--- config.mk ---
export PLATFORM = sky130hd
export DESIGN_NAME = rc_core
export DESIGN_NICKNAME = d
export VERILOG_FILES = /design/src/include/rc_pkg.sv /design/src/verilog/rc_core.sv /design/src/verilog/rc_regfile.sv
export SDC_FILE = /design/constraint.sdc
export NUM_CORES = 2
export LEC_CHECK = 0
export BUFFER_PORTS_ARGS = -buffer_cell sky130_fd_sc_hd__buf_2
export CAP_MARGIN = 15
export CORE_MARGIN = 3
export CORE_UTILIZATION = 30
export DETAILED_ROUTE_END_ITERATION = 6
export GPL_TIMING_DRIVEN = 1
export PLACE_DENSITY = 0.45
export SYNTH_ARGS = -nofsm -noshare
export SYNTH_HDL_FRONTEND = slang
export SYNTH_HIERARCHICAL = 1
export SYNTH_SLANG_ARGS = --single-unit
--- constraint.sdc ---
create_clock -name clock_i -period 11.85 [get_ports clock_i]
set_clock_uncertainty 0.15 [all_clocks]
set_input_delay 0.5925 -clock clock_i [delete_from_list [all_inputs] [get_ports clock_i]]
set_output_delay 0.5925 -clock clock_i [all_outputs]
set_load 0.005 [all_outputs]
--- src/include/rc_pkg.sv ---
// Shared constants and types of the 16-bit processing core.
// Assumes a 16-bit memory bus answering reads one clock after the request.
package rc_pkg;

	// ----------------------------------------------------------------
	// Widths and reset values
	// ----------------------------------------------------------------
	localparam int unsigned DATA_W = 16;
	localparam int unsigned REG_IDX_W = 4;
	localparam int unsigned NUM_REGS = 16;
	localparam logic [15:0] RESET_VECTOR = 16'hfffe;
	localparam logic [15:0] SR_RESET = 16'h0000;
	localparam logic [15:0] PC_RESET = 16'h0000;
	localparam logic [15:0] REG_RESET = 16'h0000;

	// ----------------------------------------------------------------
	// Dedicated register indices
	// ----------------------------------------------------------------
	localparam logic [3:0] REG_PC = 4'h0;
	localparam logic [3:0] REG_SP = 4'h1;
	localparam logic [3:0] REG_SR = 4'h2;
	localparam logic [3:0] REG_CG = 4'h3;

	// ----------------------------------------------------------------
	// Status flag positions
	// ----------------------------------------------------------------
	localparam int unsigned FLAG_C = 0;
	localparam int unsigned FLAG_Z = 1;
	localparam int unsigned FLAG_N = 2;
	localparam int unsigned FLAG_V = 8;

	// ----------------------------------------------------------------
	// Addressing modes, steps and generated constants
	// ----------------------------------------------------------------
	localparam logic [1:0] AM_REG = 2'h0;
	localparam logic [1:0] AM_INDEX = 2'h1;
	localparam logic [1:0] AM_IND = 2'h2;
	localparam logic [1:0] AM_INC = 2'h3;
	localparam logic [15:0] STEP_WORD = 16'h0002;
	localparam logic [15:0] STEP_BYTE = 16'h0001;
	localparam logic [15:0] CG_ZERO = 16'h0000;
	localparam logic [15:0] CG_ONE = 16'h0001;
	localparam logic [15:0] CG_TWO = 16'h0002;
	localparam logic [15:0] CG_FOUR = 16'h0004;
	localparam logic [15:0] CG_EIGHT = 16'h0008;
	localparam logic [15:0] CG_ALL = 16'hffff;

	// ----------------------------------------------------------------
	// Formats and opcodes
	// ----------------------------------------------------------------
	localparam logic [3:0] FMT_SINGLE = 4'h1;
	localparam logic [2:0] FMT_JUMP = 3'h1;
	localparam logic [3:0] OP_MOV = 4'h4;
	localparam logic [3:0] OP_ADD = 4'h5;
	localparam logic [3:0] OP_ADDC = 4'h6;
	localparam logic [3:0] OP_SUBC = 4'h7;
	localparam logic [3:0] OP_SUB = 4'h8;
	localparam logic [3:0] OP_CMP = 4'h9;
	localparam logic [3:0] OP_DADD = 4'ha;
	localparam logic [3:0] OP_BIT = 4'hb;
	localparam logic [3:0] OP_BIC = 4'hc;
	localparam logic [3:0] OP_BIS = 4'hd;
	localparam logic [3:0] OP_XOR = 4'he;
	localparam logic [3:0] OP_AND = 4'hf;
	localparam logic [2:0] SOP_RRC = 3'h0;
	localparam logic [2:0] SOP_SWPB = 3'h1;
	localparam logic [2:0] SOP_RRA = 3'h2;
	localparam logic [2:0] SOP_SXT = 3'h3;
	localparam logic [2:0] SOP_PUSH = 3'h4;
	localparam logic [2:0] SOP_CALL = 3'h5;
	localparam logic [2:0] SOP_RETI = 3'h6;
	localparam logic [2:0] JC_NE = 3'h0;
	localparam logic [2:0] JC_EQ = 3'h1;
	localparam logic [2:0] JC_NC = 3'h2;
	localparam logic [2:0] JC_C = 3'h3;
	localparam logic [2:0] JC_N = 3'h4;
	localparam logic [2:0] JC_GE = 3'h5;
	localparam logic [2:0] JC_L = 3'h6;
	localparam logic [2:0] JC_ALWAYS = 3'h7;

	// ----------------------------------------------------------------
	// Types
	// ----------------------------------------------------------------
	typedef enum logic [3:0] {
		ST_RST, ST_RST_LD, ST_DECODE, ST_SRC_EXT, ST_SRC_DATA, ST_DST_EXT,
		ST_DST_DATA, ST_EXEC, ST_WB, ST_POP_SR, ST_POP_PC
	} rc_state_t;

	typedef struct packed {
		logic [15:0] addr;
		logic [15:0] wdata;
		logic rd;
		logic wr;
		logic byte_sel;
	} rc_bus_t;

	typedef struct packed {
		logic [15:0] res;
		logic c;
		logic z;
		logic n;
		logic v;
		logic upd;
	} rc_alu_t;

endpackage

--- src/verilog/rc_core.sv ---
// Instruction decode and execution of the 16-bit processing core.
// Assumes memory and peripherals answer a read with data one clock later.
// Overview of operation
// - Register-to-register instructions finish in the cycle their word arrives.
// - Sixteen registers, addressed by instruction fields.
// - Registers 0 to 3 are program counter, stack pointer, status, constant source.
// - All other registers serve any instruction as plain operands.
// - Seven source modes, four destination modes.
// - Dual-operand, single-operand and relative jump formats are decoded.
// - Non-flow instructions run as register operations, memory via addressing modes.
// - Word width by default, byte width when the byte bit is set.
// - Single format has one operand; subroutine call pushes return address, loads target.
// - Conditional and unconditional jumps; not-equal jump taken on clear zero flag.
// - Computed branch and call take any source mode, indirect ones included.
// - Peripherals sit on the address, data and control bus as memory.
`timescale 1ns/1ps
`default_nettype none
module rc_core import rc_pkg::*; (
	// Clock and reset
	input wire logic clock_i,
	input wire logic reset_i,
	// Memory and peripheral bus
	input wire logic [15:0] mem_rdata_i,
	output rc_bus_t bus_o
);
	// ----------------------------------------------------------------
	// State
	// ----------------------------------------------------------------
	rc_state_t state, next_state;
	logic [15:0] pc, next_pc;
	logic [15:0] sr, next_sr;
	logic [15:0] ir, next_ir;
	logic [15:0] src_q, next_src_q;
	logic [15:0] dst_q, next_dst_q;
	logic [15:0] base_q, next_base_q;
	logic [15:0] op_addr, next_op_addr;
	logic [15:0] dst_addr, next_dst_addr;
	rc_bus_t next_bus;

	logic [15:0] cur_ir, rf_a, rf_b, reg_a, reg_b, cg_val, fast_val, step;
	logic [3:0] f_src, f_dst, op_reg, rf_b_idx;
	logic [1:0] f_as;
	logic f_ad, f_bw, is_jump, is_single, is_dual, cg_hit, fast_src, need_ext, immed, valid_op;
	logic rf_we, wr_en, mr_en, mw_en, do_fetch, do_finish, src_ready, taken;
	logic [3:0] wr_idx;
	logic [15:0] wr_val, mr_addr, mw_addr, mw_data, src_val, fin_src, fin_dst, tmp;
	rc_alu_t alu;

	// ----------------------------------------------------------------
	// Helpers
	// ----------------------------------------------------------------
	function automatic logic [15:0] lane(input logic [15:0] d, input logic odd, input logic bw);
		if (!bw) begin
			return d;
		end
		return odd ? {8'h00, d[15:8]} : {8'h00, d[7:0]};
	endfunction

	function automatic logic msb(input logic [15:0] d, input logic bw);
		return bw ? d[7] : d[15];
	endfunction

	function automatic rc_alu_t alu_dual(input logic [3:0] op, input logic [15:0] s, input logic [15:0] d,
		input logic cin, input logic bw);
		logic [15:0] sv, r, dr;
		logic [16:0] sum17;
		logic [8:0] sum9;
		logic [4:0] t;
		logic ci, carry, dc, dc8;
		rc_alu_t o;
		sv = s;
		ci = 1'b0;
		dc = cin;
		dc8 = 1'b0;
		dr = 16'h0000;
		o = '0;
		case (op)
			OP_ADDC: ci = cin;
			OP_SUB, OP_CMP: begin
				sv = ~s;
				ci = 1'b1;
			end
			OP_SUBC: begin
				sv = ~s;
				ci = cin;
			end
			default: ci = 1'b0;
		endcase
		sum9 = {1'b0, d[7:0]} + {1'b0, sv[7:0]} + {8'h00, ci};
		sum17 = {1'b0, d} + {1'b0, sv} + {16'h0000, ci};
		carry = bw ? sum9[8] : sum17[16];
		// Decimal add, nibble by nibble; byte form takes its carry from nibble one
		for (int i = 0; i < 4; i++) begin
			t = {1'b0, d[4*i +: 4]} + {1'b0, s[4*i +: 4]} + {4'h0, dc};
			if (t > 5'h09) begin
				t = t + 5'h06;
			end
			dc = t[4];
			dr[4*i +: 4] = t[3:0];
			if (i == 1) begin
				dc8 = dc;
			end
		end
		case (op)
			OP_MOV: r = s;
			OP_DADD: r = dr;
			OP_BIT, OP_AND: r = d & s;
			OP_BIC: r = d & ~s;
			OP_BIS: r = d | s;
			OP_XOR: r = d ^ s;
			default: r = sum17[15:0];
		endcase
		if (bw) begin
			r = {8'h00, r[7:0]};
		end
		o.res = r;
		o.n = msb(r, bw);
		o.z = bw ? (r[7:0] == 8'h00) : (r == 16'h0000);
		o.upd = !(op == OP_MOV || op == OP_BIC || op == OP_BIS);
		case (op)
			OP_DADD: o.c = bw ? dc8 : dc;
			OP_BIT, OP_AND, OP_XOR: o.c = !o.z;
			default: o.c = carry;
		endcase
		if (op == OP_XOR) begin
			o.v = msb(s, bw) & msb(d, bw);
		end else if (op == OP_DADD || op == OP_BIT || op == OP_AND) begin
			o.v = 1'b0;
		end else begin
			o.v = (msb(d, bw) == msb(sv, bw)) && (o.n != msb(d, bw));
		end
		return o;
	endfunction

	// ----------------------------------------------------------------
	// Field decode
	// ----------------------------------------------------------------
	always_comb begin
		cur_ir = (state == ST_DECODE) ? mem_rdata_i : ir;
		f_src = cur_ir[11:8];
		f_ad = cur_ir[7];
		f_bw = cur_ir[6];
		f_as = cur_ir[5:4];
		f_dst = cur_ir[3:0];
		is_jump = (cur_ir[15:13] == FMT_JUMP);
		is_single = (cur_ir[15:12] == FMT_SINGLE);
		is_dual = (cur_ir[15:12] >= OP_MOV);
		valid_op = is_dual || (is_single && cur_ir[11:10] == 2'h0 && cur_ir[9:7] <= SOP_CALL);
		op_reg = is_single ? f_dst : f_src;
		rf_b_idx = is_single ? REG_SP : f_dst;
		// Counter, status and constant source live here, the rest, stack pointer included, in the register storage
		reg_a = (op_reg == REG_PC) ? pc : (op_reg == REG_SR) ? sr : (op_reg == REG_CG) ? CG_ZERO : rf_a;
		reg_b = (rf_b_idx == REG_PC) ? pc : (rf_b_idx == REG_SR) ? sr : (rf_b_idx == REG_CG) ? CG_ZERO : rf_b;
		cg_hit = (op_reg == REG_CG) || (op_reg == REG_SR && f_as[1]);
		case (f_as)
			AM_REG: cg_val = CG_ZERO;
			AM_INDEX: cg_val = CG_ONE;
			AM_IND: cg_val = (op_reg == REG_SR) ? CG_FOUR : CG_TWO;
			default: cg_val = (op_reg == REG_SR) ? CG_EIGHT : CG_ALL;
		endcase
		fast_src = (f_as == AM_REG) || cg_hit;
		fast_val = cg_hit ? cg_val : reg_a;
		immed = (op_reg == REG_PC) && (f_as == AM_INC);
		need_ext = !cg_hit && ((f_as == AM_INDEX) || immed);
		step = (f_bw && op_reg != REG_SP) ? STEP_BYTE : STEP_WORD;
		case (cur_ir[12:10])
			JC_NE: taken = !sr[FLAG_Z];
			JC_EQ: taken = sr[FLAG_Z];
			JC_NC: taken = !sr[FLAG_C];
			JC_C: taken = sr[FLAG_C];
			JC_N: taken = sr[FLAG_N];
			JC_GE: taken = !(sr[FLAG_N] ^ sr[FLAG_V]);
			JC_L: taken = sr[FLAG_N] ^ sr[FLAG_V];
			default: taken = 1'b1;
		endcase
		fin_src = (state == ST_DECODE) ? fast_val : src_q;
		fin_dst = f_ad ? dst_q : reg_b;
		alu = alu_dual(cur_ir[15:12], fin_src, fin_dst, sr[FLAG_C], f_bw);
	end

	// ----------------------------------------------------------------
	// Sequencer
	// ----------------------------------------------------------------
	always_comb begin
		next_state = state;
		next_pc = pc;
		next_sr = sr;
		next_ir = ir;
		next_src_q = src_q;
		next_dst_q = dst_q;
		next_base_q = base_q;
		next_op_addr = op_addr;
		next_dst_addr = dst_addr;
		next_bus = '0;
		wr_en = 1'b0;
		wr_idx = REG_CG;
		wr_val = 16'h0000;
		mr_en = 1'b0;
		mr_addr = 16'h0000;
		mw_en = 1'b0;
		mw_addr = 16'h0000;
		mw_data = 16'h0000;
		do_fetch = 1'b0;
		do_finish = 1'b0;
		src_ready = 1'b0;
		src_val = 16'h0000;
		tmp = 16'h0000;
		rf_we = 1'b0;
		case (state)
			ST_RST: begin
				mr_en = 1'b1;
				mr_addr = RESET_VECTOR;
				next_state = ST_RST_LD;
			end
			ST_RST_LD: begin
				next_pc = mem_rdata_i;
				do_fetch = 1'b1;
			end
			ST_DECODE: begin
				next_ir = mem_rdata_i;
				if (is_jump) begin
					if (taken) begin
						next_pc = pc + {cur_ir[9], cur_ir[9], cur_ir[9], cur_ir[9], cur_ir[9], cur_ir[9:0], 1'b0};
					end
					do_fetch = 1'b1;
				end else if (is_single && cur_ir[9:7] == SOP_RETI && cur_ir[11:10] == 2'h0) begin
					mr_en = 1'b1;
					mr_addr = reg_b;
					wr_en = 1'b1;
					wr_idx = REG_SP;
					wr_val = reg_b + STEP_WORD;
					next_state = ST_POP_SR;
				end else if (!valid_op) begin
					do_fetch = 1'b1;
				end else if (fast_src) begin
					if (is_dual && f_ad) begin
						src_ready = 1'b1;
						src_val = fast_val;
					end else begin
						do_finish = 1'b1;
					end
				end else if (need_ext) begin
					mr_en = 1'b1;
					mr_addr = pc;
					next_pc = pc + STEP_WORD;
					// Absolute mode reuses the status index with a zero base
					next_base_q = (op_reg == REG_SR) ? CG_ZERO : reg_a;
					next_state = ST_SRC_EXT;
				end else begin
					mr_en = 1'b1;
					mr_addr = reg_a;
					next_op_addr = reg_a;
					if (f_as == AM_INC) begin
						wr_en = 1'b1;
						wr_idx = op_reg;
						wr_val = reg_a + step;
					end
					next_state = ST_SRC_DATA;
				end
			end
			ST_SRC_EXT: begin
				if (immed) begin
					src_ready = 1'b1;
					src_val = mem_rdata_i;
				end else begin
					tmp = mem_rdata_i + base_q;
					mr_en = 1'b1;
					mr_addr = tmp;
					next_op_addr = tmp;
					next_state = ST_SRC_DATA;
				end
			end
			ST_SRC_DATA: begin
				src_ready = 1'b1;
				src_val = lane(mem_rdata_i, op_addr[0], f_bw);
			end
			ST_DST_EXT: begin
				tmp = mem_rdata_i + base_q;
				next_dst_addr = tmp;
				if (cur_ir[15:12] == OP_MOV) begin
					next_state = ST_EXEC;
				end else begin
					mr_en = 1'b1;
					mr_addr = tmp;
					next_state = ST_DST_DATA;
				end
			end
			ST_DST_DATA: begin
				next_dst_q = lane(mem_rdata_i, dst_addr[0], f_bw);
				next_state = ST_EXEC;
			end
			ST_EXEC: do_finish = 1'b1;
			ST_WB: do_fetch = 1'b1;
			ST_POP_SR: begin
				next_sr = mem_rdata_i;
				mr_en = 1'b1;
				mr_addr = reg_b;
				wr_en = 1'b1;
				wr_idx = REG_SP;
				wr_val = reg_b + STEP_WORD;
				next_state = ST_POP_PC;
			end
			ST_POP_PC: begin
				next_pc = mem_rdata_i;
				do_fetch = 1'b1;
			end
			default: next_state = ST_RST;
		endcase

		// Source in hand: destination address from its extension word, else execute
		if (src_ready) begin
			next_src_q = src_val;
			if (is_dual && f_ad) begin
				mr_en = 1'b1;
				mr_addr = pc;
				next_pc = pc + STEP_WORD;
				next_base_q = (f_dst == REG_SR) ? CG_ZERO : reg_b;
				next_state = ST_DST_EXT;
			end else begin
				next_state = ST_EXEC;
			end
		end

		if (do_finish) begin
			if (is_dual) begin
				if (alu.upd) begin
					next_sr[FLAG_C] = alu.c;
					next_sr[FLAG_Z] = alu.z;
					next_sr[FLAG_N] = alu.n;
					next_sr[FLAG_V] = alu.v;
				end
				if (cur_ir[15:12] == OP_CMP || cur_ir[15:12] == OP_BIT) begin
					do_fetch = 1'b1;
				end else if (f_ad) begin
					mw_en = 1'b1;
					mw_addr = dst_addr;
					mw_data = alu.res;
				end else begin
					// Writing the counter is the computed_branch
					wr_en = 1'b1;
					wr_idx = f_dst;
					wr_val = alu.res;
					do_fetch = 1'b1;
				end
			end else begin
				case (cur_ir[9:7])
					SOP_PUSH: begin
						wr_en = 1'b1;
						wr_idx = REG_SP;
						wr_val = reg_b - STEP_WORD;
						mw_en = 1'b1;
						mw_addr = reg_b - STEP_WORD;
						mw_data = fin_src;
					end
					SOP_CALL: begin
						wr_en = 1'b1;
						wr_idx = REG_SP;
						wr_val = reg_b - STEP_WORD;
						mw_en = 1'b1;
						mw_addr = reg_b - STEP_WORD;
						mw_data = pc;
						next_pc = fin_src;
					end
					default: begin
						case (cur_ir[9:7])
							SOP_RRC: tmp = f_bw ? {8'h00, sr[FLAG_C], fin_src[7:1]} : {sr[FLAG_C], fin_src[15:1]};
							SOP_RRA: tmp = f_bw ? {8'h00, fin_src[7], fin_src[7:1]} : {fin_src[15], fin_src[15:1]};
							SOP_SXT: tmp = {{8{fin_src[7]}}, fin_src[7:0]};
							default: tmp = {fin_src[7:0], fin_src[15:8]};
						endcase
						if (cur_ir[9:7] != SOP_SWPB) begin
							next_sr[FLAG_N] = (cur_ir[9:7] == SOP_SXT) ? tmp[15] : msb(tmp, f_bw);
							next_sr[FLAG_Z] = (cur_ir[9:7] == SOP_SXT) ? (tmp == 16'h0000) :
								(f_bw ? (tmp[7:0] == 8'h00) : (tmp == 16'h0000));
							next_sr[FLAG_C] = (cur_ir[9:7] == SOP_SXT) ? (tmp != 16'h0000) : fin_src[0];
							next_sr[FLAG_V] = 1'b0;
						end
						if (f_as == AM_REG) begin
							wr_en = 1'b1;
							wr_idx = op_reg;
							wr_val = tmp;
							do_fetch = 1'b1;
						end else begin
							mw_en = 1'b1;
							mw_addr = op_addr;
							mw_data = tmp;
						end
					end
				endcase
			end
		end

		// A register write to the status register wins over the flag update
		if (wr_en) begin
			if (wr_idx == REG_PC) begin
				next_pc = wr_val;
			end else if (wr_idx == REG_SR) begin
				next_sr = wr_val;
			end else if (wr_idx != REG_CG) begin
				rf_we = 1'b1;
			end
		end
		// Peripherals are reached by the same reads and writes as memory
		if (mr_en) begin
			next_bus.addr = mr_addr;
			next_bus.rd = 1'b1;
			next_bus.byte_sel = f_bw && (state != ST_RST) && (state != ST_POP_SR) && !src_ready && !do_fetch;
		end
		if (mw_en) begin
			next_bus.addr = mw_addr;
			next_bus.wr = 1'b1;
			next_bus.byte_sel = f_bw;
			next_bus.wdata = f_bw ? {mw_data[7:0], mw_data[7:0]} : mw_data;
			next_state = ST_WB;
		end
		if (do_fetch) begin
			next_bus = '0;
			next_bus.addr = next_pc;
			next_bus.rd = 1'b1;
			next_pc = next_pc + STEP_WORD;
			next_state = ST_DECODE;
		end
	end

	// ----------------------------------------------------------------
	// Registers
	// ----------------------------------------------------------------
	always_ff @(posedge clock_i or posedge reset_i) begin
		if (reset_i) begin
			state <= ST_RST;
			pc <= PC_RESET;
			sr <= SR_RESET;
			ir <= REG_RESET;
			src_q <= REG_RESET;
			dst_q <= REG_RESET;
			base_q <= REG_RESET;
			op_addr <= REG_RESET;
			dst_addr <= REG_RESET;
			bus_o <= '0;
		end else begin
			state <= next_state;
			pc <= next_pc;
			sr <= next_sr;
			ir <= next_ir;
			src_q <= next_src_q;
			dst_q <= next_dst_q;
			base_q <= next_base_q;
			op_addr <= next_op_addr;
			dst_addr <= next_dst_addr;
			bus_o <= next_bus;
		end
	end

	rc_regfile #(
		.REGS(NUM_REGS),
		.IDX_W(REG_IDX_W)
	) u_regs (
		.clock_i(clock_i),
		.reset_i(reset_i),
		.we_i(rf_we),
		.widx_i(wr_idx),
		.wdata_i(wr_val),
		.a_idx_i(op_reg),
		.a_o(rf_a),
		.b_idx_i(rf_b_idx),
		.b_o(rf_b)
	);
endmodule
`default_nettype wire

--- src/verilog/rc_regfile.sv ---
// Register storage of the processing core, one write and two read ports.
// Assumes the core routes the dedicated registers itself.
`timescale 1ns/1ps
`default_nettype none
module rc_regfile import rc_pkg::*; #(
	parameter int unsigned REGS = NUM_REGS,
	parameter int unsigned IDX_W = REG_IDX_W
) (
	// Clock and reset
	input wire logic clock_i,
	input wire logic reset_i,
	// Write port
	input wire logic we_i,
	input wire logic [IDX_W-1:0] widx_i,
	input wire logic [15:0] wdata_i,
	// Read ports
	input wire logic [IDX_W-1:0] a_idx_i,
	output logic [15:0] a_o,
	input wire logic [IDX_W-1:0] b_idx_i,
	output logic [15:0] b_o
);
	logic [15:0] mem [REGS];
	logic [15:0] next_mem [REGS];

	if (REGS != (1 << IDX_W)) begin : g_chk
		$error("rc_regfile: REGS must equal 2**IDX_W");
	end

	// ----------------------------------------------------------------
	// Storage entries
	// ----------------------------------------------------------------
	for (genvar i = 0; i < REGS; i++) begin : g_ent
		always_comb begin
			next_mem[i] = mem[i];
			if (we_i && (widx_i == IDX_W'(i))) begin
				next_mem[i] = wdata_i;
			end
		end
		always_ff @(posedge clock_i or posedge reset_i) begin
			if (reset_i) begin
				mem[i] <= REG_RESET;
			end else begin
				mem[i] <= next_mem[i];
			end
		end
	end

	// Reads bypass nothing: a write lands at the edge, so the core sees it next cycle
	assign a_o = mem[a_idx_i];
	assign b_o = mem[b_idx_i];
endmodule
`default_nettype wire
==> run metrics <==
status=finished, violations left; failing checks=max-slew violations; commonest non-fill, non-tap cell in the layout=dfrtp_1; crit share post-route=roughly 96%; fillers=11300; Root Driver=clkbuf_16; fin. max-slew vios=5; WP buf/inv=7; clock tree from TritonCTS=done; global route hottest layer=met2; R2R Path End=pc[15]; DR pass1 iterations=7; Syn Std Cell Area=0.0331 mm^2; via count of the first global-routing pass=approximately 31000; DR iter-0 viols=approximately 4100; Setup crit start=state[2]; kind of cell adding the most delay to the critical path=adder cells; CTS Sinks=~420; Period minus WS final=around 11 ns; overall routing resource usage=~32%; chip width=around 340 um; first-pass GRT wire length=259000 um; register area=approximately 0.011 mm^2; Max Cap Viol=0; DIE HEIGHT=approximately 340 um; WL per Instance=about 36 um; Die ar.=about 0.11 mm^2; footprint of the multi-input gates=between 0.02 and 0.025 mm^2; max reg flops=approximately 260; nature of the critical path endpoint=register; most frequent cells in the layout=dfrtp_1 (423), buf_4 (323), nand2_1 (313); Clock Pin Slew Worst Setup and Hold Paths=around 0.060 ns; largest net degree at the start of global routing=between 100 and 150; Max Fanout on Critical Path=8; # IOs=53; FFs w/ async S/R, synth=between 90% and 100%; hold crit path type=input pin to register; Routed WL=188000 um; gr ovfl total=0; Post-Syn Nets=3599; Area Overhead vs Synth=17.3%; crit-path max cell delay=0.66 ns; EDFF count, synth=0; Rel. slew slack=-6.27%; top flop regs=u_regs/mem x256, bus_o x35; DR vias=around 33000; Max Freq=approximately 90 MHz; FF-to-FF Start=state[2]; # rows=between 100 and 150; Worst Tran Pin Value=1.59 ns; synthesized instance count=3482; vias per inst=roughly 6.3; met3 Resource Use GR=8.23%; layout cells sized above 1=roughly 27%; Req. time, crit path=12.27 ns; Crit Path Category=register to register; syn_area_per_cell=9.50 um^2; H-tree depth=2; worst setup margin=0.466 ns; critical path arrival=11.80 ns; Levels on crit path=48; post-route cell area=0.0388 mm^2; nets@finish=roughly 3800; Setup Viol. Count Final=0; IO Port Bufs=52; dpl cell area=about 0.037 mm^2; Most used DFF post-synth=dfrtp_1; flop2flop setup slack=~0.47 ns; FF-to-FF path depth=48; Setup crit end=pc[15]; met1 usage in global routing=roughly two fifths; most used cell along the critical path=fa_2; Placer Congestion=around 1.1; Initial Util=30.3%; antenna violations before repair=15; met2 Use GR=about half; CORE AREA=between 0.1 and 0.15 mm^2; number of synthesized register bits=between 400 and 500; CP Launch Type=register; HPWL Detailed=139000 um; final hold violations=0; Seq/Total Area, Yosys=about 32%; Slowest-stage cell, CP=or4b_4; most flop-heavy register=u_regs/mem; residual DRC count=0; pre-CTS WS=-0.195 ns; Yosys Warn Count=6; Max Buffers Root-to-Sink=3; Synth cell types=~110; worst skew pair latency=roughly 0.66 ns; ANT nets after route=0; Num CTS Buffers=a little over 50; RSZ-0062 raised after global routing=false
==> worst min-delay path by stage <==
stage                 end            start  slack (ns)  depth (start not counted)
2_1_floorplan    dst_q[8]         dst_q[8]        0.29                          2
3_3_place_gp   base_q[10]       base_q[10]        0.31                          2
3_5_place_dp   base_q[10]       base_q[10]        0.31                          2
4_1_cts            ir[10]  mem_rdata_i[10]        0.23                          2
5_1_grt            ir[10]  mem_rdata_i[10]        0.25                          2
6_report           ir[10]  mem_rdata_i[10]        0.27                          2
==> Yosys cell counts (23+ instances only) <==
| cell | number | share of area, % |
|---|---|---|
| mux2i_1 | 68 | 2.1 |
| mux2_2 | 263 | 9.0 |
| nand2_1 | 317 | 3.6 |
| clkbuf_1 | 172 | 2.0 |
| and2_1 | 26 | 0.49 |
| nor2b_1 | 23 | 0.44 |
| a21o_1 | 30 | 0.68 |
| a211oi_1 | 36 | 0.82 |
| a22oi_1 | 114 | 2.6 |
| nand4_1 | 24 | 0.45 |
| a21oi_1 | 193 | 2.9 |
| xor2_1 | 38 | 1.0 |
| dfrtp_1 | 423 | 32 |
| ha_1 | 86 | 3.3 |
| o22ai_1 | 47 | 0.89 |
| and3_1 | 27 | 0.51 |
| o211ai_1 | 44 | 1.0 |
| o21ai_0 | 212 | 3.2 |
| mux4_2 | 128 | 8.7 |
| o31ai_1 | 26 | 0.59 |
| buf_2 | 64 | 0.97 |
| nor4_1 | 23 | 0.44 |
| xnor2_1 | 79 | 2.1 |
| nor2_1 | 244 | 2.8 |
| a221oi_1 | 32 | 0.85 |
| inv_1 | 86 | 0.98 |
| nor3_1 | 70 | 1.1 |
| a31oi_1 | 38 | 0.72 |
| nand3_1 | 75 | 1.1 |
==> worst reg2reg max path: cells and delay by family (launching register included) <==
kind / cells / cell delay (ns)
xor gates and xnor gates: 6 / 1.03
buffers and inverters: 7 / 0.76
and+or+nand+nor: 13 / 2.56
DFF: 1 / 0.38
adders and majority gates: 9 / 3.32
AOI/OAI and AO/OA: 10 / 1.95
muxes: 3 / 1.14
==> area by class of cell <==
cell class              count  share of cell area, %
multi-input cells        2697                   55.0
flip-flops and latches    423                   27.3
repair buffers            391                   7.59
well taps                1476                   4.76
clock buffers              71                   3.69
inverters                  96                  0.993
clock inverters            17                  0.642
diodes                      8                 0.0516
==> per-stage QoR <==
stage          hold WS, ns  utilization [%]  TNS (ns)  instances
6_report             0.268             35.6         0       5179
5_1_grt              0.247             35.5         0       5172
4_1_cts              0.233             35.3         0       5162
3_5_place_dp         0.314             33.8     -4.12       5073
3_3_place_gp         0.311             33.8     -1.57       5072
2_1_floorplan        0.292                -         0       3482
==> cells by family after synthesis <==
| logic type | count (synthesis) | synth area share (%) |
|---|---|---|
| AO/OA/AOI/OAI | 1063 | 22.2 |
| XOR/XNOR | 117 | 3.10 |
| adder cells (fa/ha/maj) | 99 | 4.04 |
| buffers and inverters | 362 | 4.51 |
| flip-flops | 423 | 32.0 |
| multiplexers | 486 | 20.7 |
| AND/OR/NAND/NOR | 932 | 13.4 |
==> repair_timing <==
| item | in CTS | in global routing |
|---|---|---|
| setup buffers | 0 | 5 |
| hold buffers | 1 | 0 |
| gates resized for setup | 0 | 42 |
| hold endpoints to repair | 46 | 0 |
| endpoints found under the setup margin | 0 | 64 |
==> layer usage <==
metal / wire, um / up-vias / share of wire (%)
li1: - / 13600 / -
met1: 74500 / 16600 / 40
met2: 80800 / 1989 / 43
met3: 18100 / 584 / 9.6
met4: 14500 / 10 / 7.7
met5: 68 / - / 0.036
Power is left out: the tool's default activity adds up to more than one toggle a clock period on the data nets, which glitch-free logic cannot reach.
